$ cat src/hw/spi_port_map.svh
// Functional notes
// - Full duplex byte, MSB first both lines
// - MISO input as master, driven as slave
// - MOSI driven as master, input as slave
// - SCLK driven as master; eight periods per byte
// - Master SCLK is core clock over 2(1+div)
// - Divider six bits, read/write, resets zero
// - Launch one edge, sample opposite; settings match
// - Slave exchanges bytes while select held low
// - Master drives select low per transfer
// - Excess flag: receive level above threshold
// - Bits 10..8 show receive FIFO level
// - Overflow flag on arrival into full FIFO
// - Receive interrupt in read mode after threshold bytes received
// - Transmit interrupt in transmit mode after threshold bytes sent
// - Underflow flag when sending from empty FIFO
// - Bits 3..1 show transmit FIFO level
// - Pending bit on any interrupt, read clears
// - Receive data read-only, transmit write-only
// - Two-bit threshold selects one to four bytes
// - Receive flush drops data, no interrupts
// - Transmit flush ignores transmit FIFO writes
`ifndef SPI_PORT_MAP_SVH
`define SPI_PORT_MAP_SVH
// ----------------------------------------------------------
// Register byte addresses
// ----------------------------------------------------------
`define ADDR_STATUS    32'hffff_0a00
`define ADDR_RXDATA    32'hffff_0a04
`define ADDR_TXDATA    32'hffff_0a08
`define ADDR_DIVIDER   32'hffff_0a0c
`define ADDR_CONTROL   32'hffff_0a10
// ----------------------------------------------------------
// Control field positions
// ----------------------------------------------------------
`define CTL_ENABLE     0
`define CTL_MASTER     1
`define CTL_CPHA       2
`define CTL_CPOL       3
`define CTL_TMODE      6
`define CTL_OVERWRITE  8
`define CTL_MISO_EN    9
`define CTL_LOOPBACK   10
`define CTL_CONTINUOUS 11
`define CTL_RX_FLUSH   12
`define CTL_TX_FLUSH   13
`define CTL_THR_HI     15
`define CTL_THR_LO     14
// ----------------------------------------------------------
// Reset values and counts
// ----------------------------------------------------------
`define CONTROL_RST    16'h0000
`define DIVIDER_RST    6'h00
`define BYTE_ZERO      8'h00
`define FIFO_FULL      3'h4
`define BIT_LAST       3'h7
`define EDGE_LAST      5'h0f
`define STALL_LAST     5'h01
`endif

$ cat src/hw/spi_port_pkg.sv
package spi_port_pkg;
  // Master sequencer phases
  typedef enum logic [2:0] {M_IDLE, M_LEAD, M_RUN, M_TAIL, M_STALL} master_state_type;
  typedef logic [7:0] byte_type;
endpackage : spi_port_pkg

$ cat src/hw/spi_port.sv
`timescale 1ns/1ps
`include "spi_port_map.svh"
module spi_port (
  input  wire logic        pclk,           // Core clock, 100 MHz
  input  wire logic        presetn,        // Async reset, active low
  input  wire logic        clk_en,         // Freezes all state when low
  input  wire logic        psel,           // APB select
  input  wire logic        penable,        // APB access phase
  input  wire logic        pwrite,         // APB direction
  input  wire logic [31:0] paddr,          // APB byte address
  input  wire logic [31:0] pwdata,         // APB write data
  output logic      [31:0] prdata,         // APB read data
  output logic             pready,         // APB ready
  output logic             pslverr,        // APB error, unmapped address
  input  wire logic        sclk_in,        // Serial clock pin level
  output logic             sclk_out,       // Serial clock drive value
  output logic             sclk_oe,        // Serial clock drive enable
  input  wire logic        mosi_in,        // MOSI pin level
  output logic             mosi_out,       // MOSI drive value
  output logic             mosi_oe,        // MOSI drive enable
  input  wire logic        miso_in,        // MISO pin level
  output logic             miso_out,       // MISO drive value
  output logic             miso_oe,        // MISO drive enable
  input  wire logic        cs_pin_n_in,    // Select pin level
  output logic             cs_pin_n_out,   // Select drive value
  output logic             cs_pin_n_oe     // Select drive enable
);
  // ----------------------------------------------------------
  // Declarations
  // ----------------------------------------------------------
  logic [15:0]                     ctrl_ff;      // Control register
  logic [5:0]                      div_ff;       // Bit rate divider
  spi_port_pkg::byte_type          tx_mem [4];   // Transmit storage
  spi_port_pkg::byte_type          rx_mem [4];   // Receive storage
  logic [1:0]                      tx_wp_ff, tx_rp_ff, rx_wp_ff, rx_rp_ff;
  logic [2:0]                      tx_cnt_ff, rx_cnt_ff;  // Occupancy
  logic                            pready_ff, pslverr_ff;
  logic [31:0]                     prdata_ff;
  logic                            rx_valid_ff;  // Read captured a byte
  logic                            ovf_ff, rxirq_ff, txirq_ff, uf_ff, pend_ff;
  logic [1:0]                      sent_ff;      // Bytes sent since irq
  spi_port_pkg::master_state_type  m_state_ff;
  logic [5:0]                      half_ff;      // Half period counter
  logic [4:0]                      edge_ff;      // Edges in byte
  logic                            sclk_ff, cs_n_ff, go_on_ff, start_req_ff;
  logic                            sclk_q_ff, cs_q_ff; // Previous pin levels
  spi_port_pkg::byte_type          tx_sr_ff, rx_sr_ff;
  logic [2:0]                      bit_ff;       // Sampled bits
  logic                            first_ff, reload_ff;
  logic                            sclk_oe_ff, mosi_ff, mosi_oe_ff;
  logic                            miso_ff, miso_oe_ff, cs_oe_ff;
  logic [31:0]                     rd_mux;       // Read data at setup
  logic                            hit;          // Address decodes
  logic                            en, master, cpha, cpol, tmode, rxfl, txfl;
  logic [1:0]                      thr;
  logic                            wr_acc, rd_acc, st_rd, rx_rd, tx_wr;
  logic                            tick, lead_ev, trail_ev, sample_ev, shift_ev;
  logic                            start, load, tx_avail, in_bit, byte_done;
  logic                            s_act, s_rise, s_fall, rx_push, tx_push;
  logic                            ovf_set, rxirq_set, txirq_set, uf_set, pend_set;
  logic [2:0]                      rx_ovw;       // Overwrite slot index

  assign en     = ctrl_ff[`CTL_ENABLE];
  assign master = ctrl_ff[`CTL_MASTER];
  assign cpha   = ctrl_ff[`CTL_CPHA];
  assign cpol   = ctrl_ff[`CTL_CPOL];
  assign tmode  = ctrl_ff[`CTL_TMODE];
  assign rxfl   = ctrl_ff[`CTL_RX_FLUSH];
  assign txfl   = ctrl_ff[`CTL_TX_FLUSH];
  assign thr    = ctrl_ff[`CTL_THR_HI:`CTL_THR_LO];
  assign rx_ovw = {1'b0, rx_wp_ff - 2'h1};

  // ----------------------------------------------------------
  // APB decode
  // ----------------------------------------------------------
  // Read mux evaluated in the setup cycle
  always_comb
  begin
    hit    = 1'b1;
    rd_mux = 32'h0000_0000;
    if (paddr == `ADDR_STATUS)
      rd_mux = {20'h0_0000, (rx_cnt_ff > {1'b0, thr} + 3'h1), rx_cnt_ff,
                ovf_ff, rxirq_ff, txirq_ff, uf_ff, tx_cnt_ff, pend_ff};
    else if (paddr == `ADDR_RXDATA)
      rd_mux = {24'h00_0000, (rx_cnt_ff != 3'h0) ? rx_mem[rx_rp_ff] : `BYTE_ZERO};
    else if (paddr == `ADDR_TXDATA)
      rd_mux = 32'h0000_0000;   // Write only, reads zero
    else if (paddr == `ADDR_DIVIDER)
      rd_mux = {26'h000_0000, div_ff};
    else if (paddr == `ADDR_CONTROL)
      rd_mux = {16'h0000, ctrl_ff};
    else
      hit = 1'b0;
  end

  assign wr_acc = psel && penable && pready_ff && pwrite;
  assign rd_acc = psel && penable && pready_ff && !pwrite;
  assign st_rd  = rd_acc && (paddr == `ADDR_STATUS);
  assign rx_rd  = rd_acc && (paddr == `ADDR_RXDATA) && rx_valid_ff;
  // Writes during transmit flush are dropped
  assign tx_wr  = wr_acc && (paddr == `ADDR_TXDATA) && !txfl;

  // No wait state: answer is registered at setup, taken next edge
  always_ff @(posedge pclk or negedge presetn)
  begin
    if (!presetn)
    begin
      pready_ff   <= 1'b0;
      pslverr_ff  <= 1'b0;
      prdata_ff   <= 32'h0000_0000;
      rx_valid_ff <= 1'b0;
    end
    else if (clk_en)
    begin
      if (psel && !penable)
      begin
        pready_ff   <= 1'b1;
        pslverr_ff  <= !hit;
        prdata_ff   <= pwrite ? 32'h0000_0000 : rd_mux;
        rx_valid_ff <= (rx_cnt_ff != 3'h0);
      end
      else
      begin
        pready_ff  <= 1'b0;
        pslverr_ff <= 1'b0;
      end
    end
  end

  // Control and divider registers
  always_ff @(posedge pclk or negedge presetn)
  begin
    if (!presetn)
    begin
      ctrl_ff <= `CONTROL_RST;
      div_ff  <= `DIVIDER_RST;
    end
    else if (clk_en && wr_acc)
    begin
      if (paddr == `ADDR_CONTROL)
        ctrl_ff <= pwdata[15:0];
      else if (paddr == `ADDR_DIVIDER)
        div_ff <= pwdata[5:0];
    end
  end

  // ----------------------------------------------------------
  // Serial clock events
  // ----------------------------------------------------------
  // Half period is div+1 core cycles, so SCLK = pclk / (2(1+div))
  assign tick     = (half_ff == div_ff);
  assign s_act    = en && !master && !cs_pin_n_in;
  assign s_rise   = sclk_in && !sclk_q_ff;
  assign s_fall   = !sclk_in && sclk_q_ff;
  // Leading edge leaves the idle level, trailing returns to it
  assign lead_ev  = master ? (m_state_ff == spi_port_pkg::M_RUN && tick && sclk_ff == cpol)
                           : (s_act && (cpol ? s_fall : s_rise));
  assign trail_ev = master ? (m_state_ff == spi_port_pkg::M_RUN && tick && sclk_ff != cpol)
                           : (s_act && (cpol ? s_rise : s_fall));
  assign sample_ev = cpha ? trail_ev : lead_ev;
  assign shift_ev  = cpha ? lead_ev : trail_ev;
  assign tx_avail  = (tx_cnt_ff != 3'h0) && !txfl;
  // Master start: FIFO data in transmit mode, a data read otherwise
  assign start = en && master && m_state_ff == spi_port_pkg::M_IDLE &&
                 (tmode ? tx_avail : start_req_ff);
  assign load  = start || (!master && cs_q_ff && !cs_pin_n_in && en) ||
                 (shift_ev && reload_ff);
  // Loopback ties the master input to its own output
  assign in_bit = master ? (ctrl_ff[`CTL_LOOPBACK] ? tx_sr_ff[7] : miso_in)
                         : mosi_in;
  assign byte_done = sample_ev && (bit_ff == `BIT_LAST);

  // Pin history for slave edge and select detection
  always_ff @(posedge pclk or negedge presetn)
  begin
    if (!presetn)
    begin
      sclk_q_ff <= 1'b0;
      cs_q_ff   <= 1'b1;
    end
    else if (clk_en)
    begin
      sclk_q_ff <= sclk_in;
      cs_q_ff   <= cs_pin_n_in;
    end
  end

  // ----------------------------------------------------------
  // Master sequencer
  // ----------------------------------------------------------
  // Read of receive data requests a master transfer in read mode
  always_ff @(posedge pclk or negedge presetn)
  begin
    if (!presetn)
      start_req_ff <= 1'b0;
    else if (clk_en)
    begin
      if (start)
        start_req_ff <= 1'b0;
      else if (rd_acc && paddr == `ADDR_RXDATA && !tmode)
        start_req_ff <= 1'b1;
    end
  end

  // Select low, lead half, sixteen edges, tail half, one-period stall
  always_ff @(posedge pclk or negedge presetn)
  begin
    if (!presetn)
    begin
      m_state_ff <= spi_port_pkg::M_IDLE;
      half_ff    <= 6'h00;
      edge_ff    <= 5'h00;
      sclk_ff    <= 1'b0;
      cs_n_ff    <= 1'b1;
    end
    else if (clk_en)
    begin
      half_ff <= (tick || m_state_ff == spi_port_pkg::M_IDLE) ? 6'h00 : half_ff + 6'h01;
      case (m_state_ff)
        spi_port_pkg::M_IDLE:
        begin
          sclk_ff <= cpol;
          if (start)
          begin
            cs_n_ff    <= 1'b0;
            m_state_ff <= spi_port_pkg::M_LEAD;
          end
        end
        spi_port_pkg::M_LEAD:
          if (tick)
          begin
            edge_ff    <= 5'h00;
            m_state_ff <= spi_port_pkg::M_RUN;
          end
        spi_port_pkg::M_RUN:
          if (tick)
          begin
            sclk_ff <= !sclk_ff;
            edge_ff <= edge_ff + 5'h01;
            // Sixteen edges make eight periods per byte
            if (edge_ff == `EDGE_LAST)
              m_state_ff <= spi_port_pkg::M_TAIL;
          end
        spi_port_pkg::M_TAIL:
          if (tick)
          begin
            edge_ff <= 5'h00;
            if (go_on_ff)
              m_state_ff <= spi_port_pkg::M_RUN;
            else
            begin
              cs_n_ff    <= 1'b1;
              m_state_ff <= spi_port_pkg::M_STALL;
            end
          end
        spi_port_pkg::M_STALL:
          if (tick)
          begin
            edge_ff <= edge_ff + 5'h01;
            if (edge_ff == `STALL_LAST)
              m_state_ff <= spi_port_pkg::M_IDLE;
          end
        default:
          m_state_ff <= spi_port_pkg::M_IDLE;
      endcase
    end
  end

  // ----------------------------------------------------------
  // Shift registers
  // ----------------------------------------------------------
  // Separate launch and capture registers keep the output bit steady
  // until its own launch edge.
  always_ff @(posedge pclk or negedge presetn)
  begin
    if (!presetn)
    begin
      tx_sr_ff  <= `BYTE_ZERO;
      rx_sr_ff  <= `BYTE_ZERO;
      bit_ff    <= 3'h0;
      first_ff  <= 1'b0;
      reload_ff <= 1'b0;
      go_on_ff  <= 1'b0;
    end
    else if (clk_en)
    begin
      if (load)
      begin
        // Empty or flushed FIFO sends zeros
        tx_sr_ff  <= tx_avail ? tx_mem[tx_rp_ff] : `BYTE_ZERO;
        first_ff  <= (start || !reload_ff) ? cpha : 1'b0;
        reload_ff <= 1'b0;
        if (!reload_ff)
          bit_ff <= 3'h0;
      end
      else if (shift_ev)
      begin
        if (first_ff)
          first_ff <= 1'b0;
        else
          tx_sr_ff <= {tx_sr_ff[6:0], 1'b0};
      end
      if (sample_ev)
      begin
        rx_sr_ff <= {rx_sr_ff[6:0], in_bit};
        bit_ff   <= bit_ff + 3'h1;
      end
      if (byte_done)
      begin
        // Slave keeps going while selected; master only when allowed
        reload_ff <= !master || (ctrl_ff[`CTL_CONTINUOUS] && tx_avail);
        go_on_ff  <= master && ctrl_ff[`CTL_CONTINUOUS] && tx_avail;
      end
      if (!master && cs_pin_n_in)
        reload_ff <= 1'b0;
      if (start)
        go_on_ff <= 1'b0;
    end
  end

  // ----------------------------------------------------------
  // FIFOs
  // ----------------------------------------------------------
  assign tx_push = tx_wr && (tx_cnt_ff != `FIFO_FULL);
  assign rx_push = byte_done && !rxfl;

  // Transmit queue: data write pushes, byte load pops
  always_ff @(posedge pclk or negedge presetn)
  begin
    if (!presetn)
    begin
      tx_wp_ff  <= 2'h0;
      tx_rp_ff  <= 2'h0;
      tx_cnt_ff <= 3'h0;
      for (int i = 0; i < 4; i++)
        tx_mem[i] <= `BYTE_ZERO;
    end
    else if (clk_en)
    begin
      if (txfl)
      begin
        tx_rp_ff  <= tx_wp_ff;
        tx_cnt_ff <= 3'h0;
      end
      else
      begin
        if (tx_push)
        begin
          tx_mem[tx_wp_ff] <= pwdata[7:0];
          tx_wp_ff         <= tx_wp_ff + 2'h1;
        end
        if (load && tx_avail)
          tx_rp_ff <= tx_rp_ff + 2'h1;
        tx_cnt_ff <= tx_cnt_ff + {2'h0, tx_push} - {2'h0, load && tx_avail};
      end
    end
  end

  // Receive queue: full FIFO drops or overwrites the newest byte
  always_ff @(posedge pclk or negedge presetn)
  begin
    if (!presetn)
    begin
      rx_wp_ff  <= 2'h0;
      rx_rp_ff  <= 2'h0;
      rx_cnt_ff <= 3'h0;
      for (int i = 0; i < 4; i++)
        rx_mem[i] <= `BYTE_ZERO;
    end
    else if (clk_en)
    begin
      if (rxfl)
      begin
        rx_rp_ff  <= rx_wp_ff;
        rx_cnt_ff <= 3'h0;
      end
      else
      begin
        if (rx_push && rx_cnt_ff != `FIFO_FULL)
        begin
          rx_mem[rx_wp_ff] <= {rx_sr_ff[6:0], in_bit};
          rx_wp_ff         <= rx_wp_ff + 2'h1;
        end
        else if (rx_push && ctrl_ff[`CTL_OVERWRITE] && !rx_rd)
          rx_mem[rx_ovw[1:0]] <= {rx_sr_ff[6:0], in_bit};
        if (rx_rd)
          rx_rp_ff <= rx_rp_ff + 2'h1;
        rx_cnt_ff <= rx_cnt_ff + {2'h0, rx_push && rx_cnt_ff != `FIFO_FULL}
                     - {2'h0, rx_rd};
      end
    end
  end

  // ----------------------------------------------------------
  // Status flags
  // ----------------------------------------------------------
  assign ovf_set   = rx_push && (rx_cnt_ff == `FIFO_FULL);
  // Threshold code n means n+1 bytes
  assign rxirq_set = !tmode && rx_push && (rx_cnt_ff >= {1'b0, thr});
  assign txirq_set = tmode && byte_done && (sent_ff == thr) && !rxfl;
  assign uf_set    = load && !tx_avail;
  // Receive flush silences every interrupt
  assign pend_set  = !rxfl && (ovf_set || rxirq_set || txirq_set ||
                     (uf_set && !txfl));

  // Sticky flags; a status read clears only what it reported, set wins
  always_ff @(posedge pclk or negedge presetn)
  begin
    if (!presetn)
    begin
      ovf_ff   <= 1'b0;
      rxirq_ff <= 1'b0;
      txirq_ff <= 1'b0;
      uf_ff    <= 1'b0;
      pend_ff  <= 1'b0;
      sent_ff  <= 2'h0;
    end
    else if (clk_en)
    begin
      ovf_ff   <= ovf_set   || (ovf_ff   && !(st_rd && prdata_ff[7]));
      rxirq_ff <= rxirq_set || (rxirq_ff && !(st_rd && prdata_ff[6]));
      txirq_ff <= txirq_set || (txirq_ff && !(st_rd && prdata_ff[5]));
      uf_ff    <= uf_set    || (uf_ff    && !(st_rd && prdata_ff[4]));
      pend_ff  <= pend_set  || (pend_ff  && !(st_rd && prdata_ff[0]));
      if (byte_done)
        sent_ff <= (sent_ff == thr) ? 2'h0 : sent_ff + 2'h1;
    end
  end

  // ----------------------------------------------------------
  // Pin drivers
  // ----------------------------------------------------------
  // Open-drain MISO drives only low when its enable bit is clear
  always_ff @(posedge pclk or negedge presetn)
  begin
    if (!presetn)
    begin
      sclk_oe_ff <= 1'b0;
      mosi_ff    <= 1'b0;
      mosi_oe_ff <= 1'b0;
      miso_ff    <= 1'b0;
      miso_oe_ff <= 1'b0;
      cs_oe_ff   <= 1'b0;
    end
    else if (clk_en)
    begin
      sclk_oe_ff <= en && master;
      cs_oe_ff   <= en && master;
      mosi_ff    <= tx_sr_ff[7];
      mosi_oe_ff <= en && master;
      miso_ff    <= tx_sr_ff[7];
      miso_oe_ff <= s_act && (ctrl_ff[`CTL_MISO_EN] || !tx_sr_ff[7]);
    end
  end

  assign prdata       = prdata_ff;
  assign pready       = pready_ff;
  assign pslverr      = pslverr_ff;
  assign sclk_out     = sclk_ff;
  assign sclk_oe      = sclk_oe_ff;
  assign mosi_out     = mosi_ff;
  assign mosi_oe      = mosi_oe_ff;
  assign miso_out     = miso_ff;
  assign miso_oe      = miso_oe_ff;
  assign cs_pin_n_out = cs_n_ff;
  assign cs_pin_n_oe  = cs_oe_ff;
endmodule : spi_port

$ cat config.mk
export PLATFORM = sky130hd
export DESIGN_NAME = spi_port
export DESIGN_NICKNAME = d
export VERILOG_FILES = /design/src/hw/spi_port_pkg.sv /design/src/hw/spi_port.sv
export VERILOG_INCLUDE_DIRS = /design/src /design/src/hw
export SDC_FILE = /design/constraint.sdc
export NUM_CORES = 1
export LEC_CHECK = 0
export BUFFER_PORTS_ARGS = -buffer_cell sky130_fd_sc_hd__clkbuf_2
export CORE_MARGIN = 2
export CORE_UTILIZATION = 58
export CTS_CLUSTER_SIZE = 24
export DETAILED_ROUTE_END_ITERATION = 7
export HOLD_SLACK_MARGIN = 0.02
export PLACE_DENSITY = 0.8
export RECOVER_POWER = 100
export SLEW_MARGIN = 30
export SYNTH_ARGS = -nofsm -noshare
export SYNTH_HDL_FRONTEND = slang
export SYNTH_SLANG_ARGS = --single-unit
$ cat constraint.sdc
create_clock -name pclk -period 3.7 [get_ports pclk]
set_input_delay 0 -clock pclk [delete_from_list [all_inputs] [get_ports pclk]]
set_output_delay 0 -clock pclk [all_outputs]
set_load 0.005 [all_outputs]
# Yosys cells after proc, flatten, opt, wreduce, memory -nomap -nowiden
# Cells that the tools add are included.
[totals]
mem_count = 0
register_bits = 185
output_inout_bits = 42
ram_bits = 0
in_bits = 74
romBits = 0
latch_bits = 0
[op_classes]
muxes = 83
reduce_logical = 133
n_div = 0
eq_ne = 31
order_cmp = 10
n_mul = 0
n_addsub = 14
bitwise_logic = 8
shifts = 0
[ops]
columns = ["op", "count"]
rows = [
  ["== test 32 bit, second input constant", 5],
  ["two-way mux 32 bit", 5],
  ["bitwise mux 32 bit", 3],
  ["two-way mux 8 bit", 12],
  ["logical AND 1 bit", 63],
  ["demux 8 bit (select 2 bit)", 3],
  ["two-way mux 16 bit", 3],
  ["two-way mux 3 bit", 13],
  ["binary-select mux 8 bit (select 2 bit)", 2],
  ["two-way mux 1 bit", 30],
  ["AND reduction 3 bit", 7],
  ["zero test 1 bit", 20],
  ["AND reduction 2 bit", 10],
  ["nonzero test 2 bit", 10],
  [">= comparator 3 bit, second input constant", 5],
  ["NOT 2 -> 3 bit", 5],
  ["one-hot mux 3 bit (5 select lines)", 1],
  ["logical OR 1 bit", 14],
  ["!= test 2 bit, second input constant", 7],
  ["adder 2 x 1 -> 2 bit, second input constant", 5],
  ["two-way mux 2 bit", 5],
  ["two-way mux 5 bit", 2],
  ["!= test 2 x 1 -> 1 bit, second input constant", 5],
  ["one-hot mux 5 bit (2 select lines)", 1],
  ["other kinds (29)", 43],
]

# Longest topological paths before layout
[logic_depth]
ltp_word = 15
ltp_mapped = 19

# Worst setup path before layout
# Ideal clock, no wire load.
[synth_timing]
path_type = "reg2reg"
from = "register tx_cnt_ff[1]"
to = "register tx_cnt_ff[2]"
period_less_slack_ns = 3.231
path_slack_ns = 0.469
stages_incl_launch_ff = 18
n_path_buf = 1
required_time_ns = 3.563
arrival_ns = 3.094
setup_time_ns = 0.137
path_cell_list = "dfrtp_1 > nor3_1 > o22ai_1 > and4_1 > clkbuf_1 > or2_2 > a21oi_2 > nand2b_1 > inv_1 > ha_1 > inv_1 > ha_1 > inv_1 > fa_1 > xnor2_1 > nor3b_1 > a21oi_1 > o22ai_1"
[synth_via]
elab_chain_len = 9
elab_cells_between_ends = 12
classes_between = "add/sub: 2; eq/ne: 1; mux: 2; reduce/logical: 7"
[synth_rtl]
columns = ["item", "line_no", "source"]
rows = [
  ["from (decl)", "spi_port.sv:36", "logic [2:0] tx_cnt_ff, rx_cnt_ff;"],
  ["from (signal assigned)", "spi_port.sv:354", "tx_cnt_ff <= tx_cnt_ff + {2'h0, tx_push} - {2'h0, load && tx_avail};"],
  ["parallel branches: the longest is 7 deep, another holds adder 3 x 1 -> 3 bit", "--", ""],
  ["subtractor 3 x 1 -> 3 bit (*)", "spi_port.sv:354", ""],
  ["two-way mux 3 bit (*)", "spi_port.sv:340", "if (txfl)"],
]
# Mark *: on every way between the ends.
# A chain may end at the register's enable or synchronous reset.

# Worst setup path after layout
[layout_timing]
from = "register ctrl_ff[3]"
to = "register tx_cnt_ff[2]"
[layout_via]
elab_chain_len = 9
elab_cells_between_ends = 16
classes_between = "add/sub: 1; eq/ne: 2; mux: 6; reduce/logical: 7"
[layout_rtl]
columns = ["item", "line_no", "source"]
rows = [
  ["from (decl)", "spi_port.sv:31", "logic [15:0] ctrl_ff;"],
  ["from (signal assigned)", "spi_port.sv:135", "ctrl_ff <= `CONTROL_RST;"],
  ["from (signal assigned)", "spi_port.sv:141", "ctrl_ff <= pwdata[15:0];"],
  ["two-way mux 1 bit, or another cell as far along", "spi_port.sv:159", ": (s_act && (cpol ? s_rise : s_fall));"],
  ["logical AND 1 bit, on equally long branches", "--", ""],
  ["two-way mux 1 bit, on equally long branches", "spi_port.sv:158, spi_port.sv:156", ""],
  ["two-way mux 1 bit (*)", "spi_port.sv:161", "assign shift_ev = cpha ? lead_ev : trail_ev;"],
  ["logical AND 1 bit (*)", "spi_port.sv:167", "(shift_ev && reload_ff);"],
  ["logical OR 1 bit (*)", "spi_port.sv:166", "assign load = start || (!master && cs_q_ff && !cs_pin_n_in && en) ||"],
  ["logical AND 1 bit (*)", "spi_port.sv:354", ""],
  ["subtractor 3 x 1 -> 3 bit (*)", "spi_port.sv:354", ""],
  ["two-way mux 3 bit (*)", "spi_port.sv:340", ""],
]
# Every way passes the cells marked *; elsewhere a longest branch is shown, timed or not.

==> flow_metrics.env <==
export IMPL_outcome="finished, violations left"
export IMPL_failed_checks="capacitance limit, slew limit"
export IMPL_ir_worst_vdd_mv=0.336
export IMPL_fmax_mhz=297
export IMPL_io_pins=116
export IMPL_crit_required_ps=4050
export IMPL_first_pass_iters=7
export IMPL_grt_total_usage_pct=26.6
export IMPL_vias=6484
export IMPL_cts_htree_levels=4
export IMPL_p_per_area_nw_per_um2=438
export IMPL_cts_root_buf="clkbuf_16"
export IMPL_pre_cts_ws_ps=300
export IMPL_p_leak_nw=4.86
export IMPL_final_instance_count_excl_fill=1081
export IMPL_hold_class="input port to flop"
export IMPL_drt_total_wl_um=20600
export IMPL_finClkSkew_ps=7.10
export IMPL_clk_pin_slew_ps=60
export IMPL_syn_area_per_cell_um2=11.4
export IMPL_gp_congestion=0.832
export IMPL_layout_min_cycle_time_ps=3370
export IMPL_worst_slack_ps=328
export IMPL_cpPeakStageDelay_ps=490
export IMPL_min_path_cells=5
export IMPL_setup_violations=0
export IMPL_clock_latency_ps=430
export IMPL_dieArea_um2=16400
export IMPL_multi_input_area_um2=4250
export IMPL_worst_pin_slew_ps=2410
export IMPL_synthFlopType="dfrtp_1"
export IMPL_grt_max_degree=99
export IMPL_start_util_pct=59.0
export IMPL_ys_warn_count=0
export IMPL_final_cell_mix="dfrtp_1 (167), mux2_2 (82), clkbuf_2 (72)"
export IMPL_core_region_area_um2=15100
export IMPL_final_fill_count=1123
export IMPL_worstRegToRegCells=16
export IMPL_worstPathCellList="and3b_1 > o21ai_0 > o21ai_0 > mux2_1 > a21oi_2 > nand2b_1 > inv_1 > ha_1 > inv_1 > ha_1 > inv_1 > fa_1 > xnor2_1 > nor3b_1 > a21oi_1 > o22ai_1"
export IMPL_worstSetupPathType="flop to flop"
export IMPL_grt_overflow=0
export IMPL_antenna_found_initial=0
export IMPL_die_h_um=128
export IMPL_worst_ep_arrival_time_ps=3720
export IMPL_slew_headroom_pct=-60.5
export IMPL_async_flop_share_pct=100
export IMPL_synthToLayoutAreaGrowth_pct=13.0
export IMPL_grt_pass1_vias=6229
export IMPL_rsz0062_at_grt="no"
export IMPL_synthDistinctLibCells=76
export IMPL_fin_setup_tns_ps=0
export IMPL_grt_pass1_wl_um=33500
export IMPL_drt_iter0_drc=660
export IMPL_synth_top_area_share_pct=46.7
export IMPL_num_rows=45
export IMPL_layout_drive_gt1_share_pct=24.5
export IMPL_syn_area_um2=8940
export IMPL_dpl_hpwl_um=14100
export IMPL_synth_seq_area_share_pct=47.3
export IMPL_port_buffers=83
export IMPL_drc=0
export IMPL_final_common_cell="dfrtp_1"
export IMPL_finalHoldViolCount=0
export IMPL_syn_inst=782
export IMPL_num_antenna_cells=0
export IMPL_regArea_um2=4230
export IMPL_worstPathMaxFanout=8
export IMPL_ant_nets=0
export IMPL_end_kind="flop"
export IMPL_postCtsSetupRepairBufs=0
export IMPL_crit_top_cell="inv_1"
export IMPL_cts_sinks=169
export IMPL_max_clock_path_buffers=2
export IMPL_worstSetupStartpointType="flop"
export IMPL_cts_buffers=17
export IMPL_drv_slew=148
export IMPL_tritoncts="done"
export IMPL_slowest_stage="dfrtp_1"
export IMPL_viasPerCell=6.00
export IMPL_dp_cells=1028
export IMPL_synthTopCellsByArea="dfrtp_1 (47%), mux2_2 (10%), mux4_2 (4.0%), ha_1 (3.5%), nand2_1 (2.8%)"
export IMPL_synth_top_area_cell="dfrtp_1"
export IMPL_drv_cap=2
export IMPL_ys_seq_elements=169
export IMPL_synth_edf_count=0
export IMPL_finalNetCount=982
export IMPL_wl_per_cell_um=19.1
export IMPL_finalPower_w=0.00443
export IMPL_fin_crit_sh_pct=91.1
export IMPL_die_w_um=128
## through the flow
stage / cell area [um2] / utilization, % / hold WS (ps)
floorplan: 9000 / - / -296
global placement: 9480 / 62.6 / 158
detailed placement: 9480 / 62.6 / 157
CTS: 10300 / 67.8 / 35.5
global route: 10100 / 66.7 / 59.2
finish: 10100 / 66.7 / 50.0
## worst max-delay path, delay by kind of cell (launching register included)
family                   cells  cell delay [ps]
flip-flops                   1              490
adder cells (fa/ha/maj)      3              780
XOR/XNOR                     1              160
AND/OR/NAND/NOR              3              630
multiplexers                 1              340
buffers and inverters        3              170
AO/OA/AOI/OAI                5              710
## final cells by class
class	count	share of cell area [%]
flip-flops and latches	169	41.9
repair buffers	119	6.97
well taps	188	2.33
clock inverters	8	0.953
inverters	33	1.23
multi-input cells	541	42.0
clock buffers	23	4.63
## kinds of logic (layout without fill, tap and decap cells)
group | Yosys count | in the layout | share of synthesized area (%)
AOI/OAI and AO/OA | 147 | 147 | 11.1
xor gates and xnor gates | 16 | 16 | 1.65
adders and majority gates | 27 | 27 | 3.95
buffers and inverters | 87 | 183 | 4.67
DFF | 169 | 169 | 47.3
muxes | 133 | 133 | 18.6
other | 1 | 16 | 0.0419
and+or+nand+nor | 202 | 202 | 12.7
## cells in the mapped netlist (4+ instances only)
master,number
dfrtp_1,167
mux2_2,83
nand2_1,66
o21ai_0,48
inv_1,33
nor2_1,28
ha_1,25
clkbuf_1,23
a21oi_1,22
buf_4,20
mux2_1,17
mux4_2,16
mux2i_1,15
nand3_1,14
xnor2_1,14
nand4_1,13
and2_1,11
nor2b_1,10
o22ai_1,10
and3_1,8
o31ai_1,8
buf_2,7
nand2b_1,6
nor3_1,6
nor3b_1,6
a21o_1,5
a221oi_1,5
a22o_1,4
a31oi_1,4
nand2_4,4
## power by group
group,leakage (nW),internal [W],switching [W]
clock,0.277,0.00102,0.000705
sequential,2.27,0.00194,0.000109
combinational,2.31,0.000268,0.000385
total,4.86,0.00323,0.00120
## state kept, by name, summed over array words and instances (netlist names), 5 cells and up
signal	cells
half_ff	6
rx_sr_ff	7
rx_mem	32
div_ff	6
prdata	16
ctrl_ff	16
edge_ff	5
tx_sr_ff	8
tx_mem	32
## metal layers
layer	vias to the layer above	wire length (um)	track usage, %
met5	-	0	0
met1	3269	8960	36.8
met3	26	992	4.67
li1	2994	-	-
met4	0	362	7.89
met2	195	10300	43.4
## path summary, 6_finish.rpt
kind                                           from                  endpoint  slack (ps)
max in group asynchronous                   presetn    tx_mem[20]$_DFFE_PN0P_         700
min in group asynchronous                   presetn    sent_ff[1]$_DFFE_PN0P_         830
min reg2reg                cs_pin_n_out$_DFFE_PN1P_  cs_pin_n_out$_DFFE_PN1P_         470
min                                            psel     prdata[5]$_DFFE_PN0P_          50
max reg2reg                  ctrl_ff[3]$_DFFE_PN0P_  tx_cnt_ff[2]$_DFFE_PN0P_         330
max                          ctrl_ff[3]$_DFFE_PN0P_  tx_cnt_ff[2]$_DFFE_PN0P_         330
## timing repair
action | 4_1_cts | 5_1_grt
hold endpoints to repair | 159 | 0
setup endpoints to repair | 0 | 1
hold buffers | 22 | 0
resized for setup | 0 | 1
(Power assumes the default switching activity.)
